[config.mk]
export PLATFORM = sky130hd
export DESIGN_NAME = asac_ctrl
export DESIGN_NICKNAME = d
export VERILOG_FILES = /design/src/core/asac_pkg.sv /design/src/core/asac_ctrl.sv /design/src/core/asac_timer.sv
export VERILOG_INCLUDE_DIRS = /design/src /design/src/core
export SDC_FILE = /design/constraint.sdc
export NUM_CORES = 1
export LEC_CHECK = 0
export BUFFER_PORTS_ARGS = -buffer_cell sky130_fd_sc_hd__buf_4
export CAP_MARGIN = 20
export CORE_MARGIN = 5
export CORE_UTILIZATION = 56
export CTS_CLUSTER_DIAMETER = 120
export CTS_CLUSTER_SIZE = 12
export DETAILED_ROUTE_END_ITERATION = 10
export PLACE_DENSITY = 0.81
export SLEW_MARGIN = 20
export SYNTH_ARGS = -nofsm -noshare
export SYNTH_HDL_FRONTEND = slang
export SYNTH_SLANG_ARGS = --single-unit
[constraint.sdc]
create_clock -name clk_sys -period 9.05 [get_ports clk_sys]
set_clock_uncertainty 0.15 [all_clocks]
set_input_delay 1.3575 -clock clk_sys [delete_from_list [all_inputs] [get_ports clk_sys]]
set_output_delay 1.3575 -clock clk_sys [all_outputs]
set_load 0.02 [all_outputs]
[src/core/asac_params.svh]
// timing constants and field layouts for the async sram access controller
`ifndef ASAC_PARAMS_SVH
`define ASAC_PARAMS_SVH
`define ASAC_CLK_MHZ 50
`define ASAC_CLK_NS 20
`define ASAC_ADDR_W 17
`define ASAC_DATA_W 8
// grade select: 0 fast grade, 1 standard grade
`define ASAC_GRADE_FAST 1'b0
`define ASAC_GRADE_STD 1'b1
// least times in ns, fast and standard grade
`define ASAC_T_ACC_FAST_NS 55
`define ASAC_T_ACC_STD_NS 70
`define ASAC_T_WP_FAST_NS 50
`define ASAC_T_WP_STD_NS 55
`define ASAC_T_DIS_FAST_NS 20
`define ASAC_T_DIS_STD_NS 25
// recovery after supply restore, in ms
`define ASAC_T_REC_MS 5
// derived cycle counts (least times round up)
`define ASAC_NS2CYC(ns) (((ns) + `ASAC_CLK_NS - 1) / `ASAC_CLK_NS)
`define ASAC_REC_CYC (`ASAC_T_REC_MS * 1000 * `ASAC_CLK_MHZ)
`endif

[src/core/asac_pkg.sv]
// types shared by the async sram access controller
package asac_pkg;
	typedef struct packed {
		logic write;
		logic [16:0] addr;
		logic [7:0] wdata;
	} asac_req_s;
	typedef struct packed {
		logic sel_low_n;
		logic sel_high;
		logic write_n;
		logic out_en_n;
	} asac_ctl_s;
	typedef enum logic [5:0] {
		ASAC_ST_DOWN = 6'h01,
		ASAC_ST_REC = 6'h02,
		ASAC_ST_IDLE = 6'h04,
		ASAC_ST_READ = 6'h08,
		ASAC_ST_WRITE = 6'h10,
		ASAC_ST_GAP = 6'h20
	} asac_state_e;
endpackage

[src/core/asac_ctrl.sv]
// host-side controller driving a 128k x 8 asynchronous static ram
// Notes on behaviour
// - address stable 50/55 before write ends
// - low select held 50/55 before write ends
// - high select held 50/55 before write ends
// - deselect no later than supply reduction starts; here deselect waits for two strap flops and any running cycle
// - stay deselected 5 ms after supply returns
// - high select at rail, others may float
`timescale 1ns/1ns
`include "asac_params.svh"
module asac_ctrl import asac_pkg::*; #(
	parameter int REC_CYC = `ASAC_REC_CYC
) (
	input wire logic clk_sys,
	input wire logic rst,
	input wire logic ce,
	input wire logic grade,
	input wire logic power_down,
	input wire logic req_valid,
	input wire asac_req_s req,
	output logic req_ready,
	output logic rd_valid,
	output logic [7:0] rd_data,
	output logic [16:0] mem_addr,
	output asac_ctl_s mem_ctl,
	input wire logic [7:0] mem_dq_in,
	output logic [7:0] mem_dq_out,
	output logic mem_dq_oe
);
	localparam int TW = 24;
	// the phase timer is TW bits; a longer recovery count would wrap it
	if (REC_CYC < 1 || REC_CYC >= (1 << TW)) begin : g_rec_check
		$error("REC_CYC out of range");
	end
	// cycle counts, least times rounded up
	function automatic logic [TW-1:0] cyc(input int ns);
		cyc = TW'(`ASAC_NS2CYC(ns));
	endfunction
	asac_state_e state, next_state;
	logic pd_meta, pd_sync;
	logic [7:0] dq_meta, dq_sync;
	// timer handshake: load with a count, done once it has run out
	logic t_load, t_done;
	logic [TW-1:0] t_count;
	logic cyc_grade;
	// power-down strap is external, two flops before use; they reset to down,
	// so no access starts before the strap has really been seen low
	always_ff @(posedge clk_sys or posedge rst) begin
		if (rst) begin
			pd_meta <= 1'b1;
			pd_sync <= 1'b1;
		end else if (ce) begin
			pd_meta <= power_down;
			pd_sync <= pd_meta;
		end
	end
	// the byte bus settles on the memory's own time, so it passes two flops too;
	// only dq_sync is ever read, never the first stage
	always_ff @(posedge clk_sys or posedge rst) begin
		if (rst) begin
			dq_meta <= 8'h00;
			dq_sync <= 8'h00;
		end else if (ce) begin
			dq_meta <= mem_dq_in;
			dq_sync <= dq_meta;
		end
	end
	// phase lengths per grade; a read gets one clock more, because the two bus
	// flops hand on the level from two edges before the phase ends, and that
	// edge must already lie past the access time
	wire [TW-1:0] acc_cyc = grade ? cyc(`ASAC_T_ACC_STD_NS + `ASAC_CLK_NS) :
		cyc(`ASAC_T_ACC_FAST_NS + `ASAC_CLK_NS);
	wire [TW-1:0] wp_cyc = grade ? cyc(`ASAC_T_WP_STD_NS) : cyc(`ASAC_T_WP_FAST_NS);
	// the float gap follows the grade that the cycle was started with
	wire [TW-1:0] dis_cyc = cyc_grade ? cyc(`ASAC_T_DIS_STD_NS) : cyc(`ASAC_T_DIS_FAST_NS);
	wire take = (state == ASAC_ST_IDLE) && req_valid && req_ready && !pd_sync;
	// grade of the cycle in flight, so a strap change mid-cycle cannot shorten the gap
	always_ff @(posedge clk_sys or posedge rst) begin
		if (rst) begin
			cyc_grade <= `ASAC_GRADE_STD;
		end else if (ce && take) begin
			cyc_grade <= grade;
		end
	end
	// next state and timer loads
	always_comb begin
		next_state = state;
		t_load = 1'b0;
		t_count = '0;
		case (state)
			// parked until the strap is seen low through the synchroniser
			ASAC_ST_DOWN: begin
				if (!pd_sync) begin
					next_state = ASAC_ST_REC;
					t_load = 1'b1;
					t_count = TW'(REC_CYC);
				end
			end
			ASAC_ST_REC: begin
				if (pd_sync) begin
					next_state = ASAC_ST_DOWN;
				end else if (t_done && !t_load) begin
					next_state = ASAC_ST_IDLE;
				end
			end
			ASAC_ST_IDLE: begin
				if (pd_sync) begin
					next_state = ASAC_ST_DOWN;
				end else if (take) begin
					next_state = req.write ? ASAC_ST_WRITE : ASAC_ST_READ;
					t_load = 1'b1;
					t_count = req.write ? wp_cyc : acc_cyc;
				end
			end
			// a running cycle is never cut short; power-down waits for its end
			ASAC_ST_READ, ASAC_ST_WRITE: begin
				if (t_done) begin
					next_state = ASAC_ST_GAP;
					t_load = 1'b1;
					t_count = dis_cyc;
				end
			end
			// let the memory float the bus
			ASAC_ST_GAP: begin
				if (t_done) begin
					next_state = ASAC_ST_IDLE;
				end
			end
			default: next_state = ASAC_ST_DOWN;
		endcase
	end
	// one shared timer serves every phase; only one phase runs at a time
	asac_timer #(.WIDTH(TW)) u_timer (
		.clk_sys(clk_sys),
		.rst(rst),
		.ce(ce),
		.load(t_load),
		.count(t_count),
		.done(t_done)
	);
	// state register
	always_ff @(posedge clk_sys or posedge rst) begin
		if (rst) begin
			state <= ASAC_ST_DOWN;
		end else if (ce) begin
			state <= next_state;
		end
	end
	// pin decode from the next state
	wire sel_next = (next_state == ASAC_ST_READ) || (next_state == ASAC_ST_WRITE);
	wire wr_next = (next_state == ASAC_ST_WRITE);
	wire rd_next = (next_state == ASAC_ST_READ);
	// a read ends when its timer has run down; that cycle returns the byte
	wire rd_end = (state == ASAC_ST_READ) && t_done;
	wire idle_next = (next_state == ASAC_ST_IDLE);
	// parked pins, deselected with the high select at the low rail
	localparam asac_ctl_s CTL_OFF = '{sel_low_n: 1'b1, sel_high: 1'b0, write_n: 1'b1,
		out_en_n: 1'b1};
	// selects cover the whole strobe, so the overlap is the strobe
	// enable stays high through writes, the memory keeps off the bus
	wire asac_ctl_s next_ctl = '{sel_low_n: !sel_next, sel_high: sel_next,
		write_n: !wr_next, out_en_n: !rd_next};
	// control pins come from flops, so no decode glitch reaches the memory
	always_ff @(posedge clk_sys or posedge rst) begin
		if (rst) begin
			mem_ctl <= CTL_OFF;
		end else if (ce) begin
			mem_ctl <= next_ctl;
		end
	end
	// address and data latch at the take and stand past the strobe end
	always_ff @(posedge clk_sys or posedge rst) begin
		if (rst) begin
			mem_addr <= 17'h00000;
			mem_dq_out <= 8'h00;
		end else if (ce && take) begin
			mem_addr <= req.addr;
			mem_dq_out <= req.wdata;
		end
	end
	// bus driven for the whole strobe and dropped with it; the float gap
	// then covers the turnaround before the memory may drive again
	always_ff @(posedge clk_sys or posedge rst) begin
		if (rst) begin
			mem_dq_oe <= 1'b0;
		end else if (ce) begin
			mem_dq_oe <= wr_next;
		end
	end
	// ready comes from the next state, so it is high exactly while idle
	always_ff @(posedge clk_sys or posedge rst) begin
		if (rst) begin
			req_ready <= 1'b0;
		end else if (ce) begin
			req_ready <= idle_next;
		end
	end
	// read byte taken once the access time has run out
	always_ff @(posedge clk_sys or posedge rst) begin
		if (rst) begin
			rd_valid <= 1'b0;
			rd_data <= 8'h00;
		end else if (ce) begin
			rd_valid <= rd_end;
			if (rd_end) begin
				rd_data <= dq_sync;
			end
		end
	end
endmodule // asac_ctrl

[src/core/asac_timer.sv]
// small down counter that times phases of the controller
`timescale 1ns/1ns
module asac_timer #(
	parameter int WIDTH = 24
) (
	input wire logic clk_sys,
	input wire logic rst,
	input wire logic ce,
	input wire logic load,
	input wire logic [WIDTH-1:0] count,
	output logic done
);
	logic [WIDTH-1:0] remain;
	// a zero-width counter cannot time anything
	if (WIDTH < 1) begin : g_width_check
		$error("WIDTH out of range");
	end
	// done is high whenever the counter has run down
	assign done = (remain == '0);
	always_ff @(posedge clk_sys or posedge rst) begin
		if (rst) begin
			remain <= '0;
		end else if (ce) begin
			if (load) begin
				remain <= count;
			end else if (remain != '0) begin
				remain <= remain - 1'b1;
			end
		end
	end
endmodule // asac_timer

==> metrics <==
status finished, final reports clean; Clock Path Buffers 2; Vias/cell between 5 and 6; post-cts repair resize count 0; CP max FO 13; Max Freq 282.8 MHz; CTS buffer count 9; Mapped Nets 420; kind of critical path register to register; IO Count 80; Worst path slowest cell nor2_1; DR iter-0 viols 285; Reg area 2236 µm²; CP Capture Type register; CP Cell Sequence inv_1 -> ha_1 -> or3b_2 -> or4_1 -> nor3_2 -> nor2_1 -> nor2_1 -> nor2_1; DIE HEIGHT 96.84 µm; relative slew slack 0.3321; via count 3,266; most common cell in the netlist dfrtp_1; GP Congestion 0.8729; vias in the first global route 3,412; FF+latch count, synth 89; total gr overflow 0; die width approximately 97 µm; Hold Buf Count CTS 0; Starting Density 0.5791; Synth top area share 0.4859; # Post-CTS Setup Buffers 0; Hold Path Class register to register; Layout area overhead 20.06%; CTS clock-pin slew for the worst setup and hold paths 0.10 ns; H-tree depth 3; Seq/Total Area, Yosys 0.5295; delay-heaviest family, CP simple AND/OR/NAND/NOR gates; Tmin final 3.536 ns; Synth Area per Inst 11.14 µm²; power consumption a little over 1 mW; fin crit share 0.3908; largest net degree at the start of global routing 90; Total GRT Usage 0.2098; global-route wire length before repair 16,350 µm; DR pass1 iterations 5; max-cap violation count 0; Post-synth EDFFs 0; setup_tns 0 ns; mapped cell area 4223 µm²; Top FF cell, synth dfrtp_1; clock latency on the worst-skew pair 0.36 ns; Layout Nets 491; Final setup viols 0; Mapped Cells 379; fillers 600; top post-synthesis cells by area dfrtp_1 (49%), mux2_2 (14%), dfstp_2 (4.4%); Cell Rows 31; P_leak 2.378 nW; Multi-input gate area 1866 µm²; Least-Margin Pin Slew 0.9981 ns; arrival time at the worst endpoint roughly 3.6 ns; DPL Wire Length 6741 µm; clk sinks 89; Synthesis Warnings 0; cell area power density 205.0 nW/µm²; I/O Buffers 79; Startpoint Class register; RSZ-0062 raised after global routing false; drt wl/cell ~17 µm; crit-path most repeated cell nor2_1; CTS root buf clkbuf_8; Slew Viols, Final 0; drt drc 0; CTS tree yes; synth unique cells 59; maximum vdd drop 0.1244 mV; layout cells sized above 1 0.3868; Final ANT Viol Nets 0; Final Hold Vio Count 0; worst path bufs/invs 1; DIE AREA between 9000 and 10,000 µm²; asr flop ratio synth 1.000; Synth area leader dfrtp_1; Ant. Diodes 0; Post-synth top cells dfrtp_1 (82), mux2_2 (54), nor2_1 (31); Crit path largest cell delay 0.78 ns; Crit path required time 9.10 ns; WL final 9558 µm; initial antenna violation count 0; core box area 7292 µm²
## cell type report
class / instances / share of cell area
Clock buffer: 10 / 0.02715
Clock inverter: 6 / 0.01111
Inverter: 10 / 0.007651
Multi-Input combinational cell: 259 / 0.3680
Sequential cell: 89 / 0.4410
Tap cell: 99 / 0.02443
Timing Repair Buffer: 81 / 0.1207
## cells by family after synthesis
| family | count (synthesis) | synth area share |
|---|---|---|
| xor+xnor | 10 | 0.02074 |
| flops | 89 | 0.5295 |
| buf+inv | 31 | 0.02963 |
| mux | 55 | 0.1464 |
| fa+ha+maj | 1 | 0.002962 |
| compound gates | 82 | 0.1277 |
| simple gates | 111 | 0.1431 |
## per-stage QoR
step | cells | utilization | setup WS (ns) | hold slack (ns) | instance area, µm²
after floorplan | 379 | - | 5.247 | 0.3132 | 4223
after global placement | 538 | 0.6676 | 5.301 | 0.3074 | 4868
after detailed placement | 538 | 0.6676 | 5.213 | 0.3211 | 4868
after CTS | 554 | 0.6942 | 5.412 | 0.3294 | 5062
after global routing | 554 | 0.6953 | 5.307 | 0.3593 | 5070
final | 554 | 0.6953 | 5.514 | 0.3279 | 5070
## per-layer routing
layer  GRT usage  routed length, µm
met1      0.2705               4000
met2      0.3408               4719
met3     0.06115                684
met4     0.06803                153
met5           0                  0
## placed cells by master (no fill, tap or decap), types with 3 or more instances in the layout
cell      synthesis  final
xnor2_1           6      6
or3_1             7      7
inv_6             0      3
a21o_1            3      3
a211oi_1          3      3
buf_4             1     80
nand2b_1          5      5
nor2_1           31     31
nand3_1           7      7
dfrtp_1          82     82
nand2_1          16     16
mux2_2           54     54
nor3_1           12     12
dfstp_2           7      7
clkbuf_8          0     10
inv_1            10      9
a31oi_1           3      3
nor2b_1           4      4
xor2_1            4      4
o21ai_0          26     26
or4_1             3      3
a21oi_1          20     20
or2_2             3      3
nor4_1            5      5
## worst min-delay path: stages (launching register included)
cell,delay [ns]
dfstp_2,0.38
inv_1,0.04
o21ai_0,0.06
## flip-flops by register name (all words and copies together), names as in the netlist, 4 cells and up
register	cells
dq_meta	8
dq_sync	8
mem_addr	17
mem_ctl	4
mem_dq_out	8
rd_data	8
state	6
u_timer.remain	24
## worst paths after layout
| kind | startpoint | to | slack (ns) | depth (start not counted) |
|---|---|---|---|---|
| setup reg to reg | u_timer.remain[0]$_DFFE_PP0P_ | u_timer.remain[5]$_DFFE_PP0P_ | 5.51 | 8 |
| setup / recovery | u_timer.remain[0]$_DFFE_PP0P_ | u_timer.remain[5]$_DFFE_PP0P_ | 5.51 | 8 |
| min in group asynchronous | rst | dq_meta[3]$_DFFE_PP0P_ | 1.07 | 3 |
| max in group asynchronous | rst | dq_meta[7]$_DFFE_PP0P_ | 7.17 | 3 |
| hold reg to reg | mem_ctl[1]$_DFFE_PP1P_ | mem_ctl[1]$_DFFE_PP1P_ | 0.33 | 2 |
| hold / removal | mem_ctl[1]$_DFFE_PP1P_ | mem_ctl[1]$_DFFE_PP1P_ | 0.33 | 2 |
## power by group
group          switching, mW  internal, mW  total, mW
clock network          0.155         0.114      0.269
logic                  0.145         0.109      0.254
registers             0.0615         0.455      0.516
Note: power is estimated with default switching activity, not from simulation.
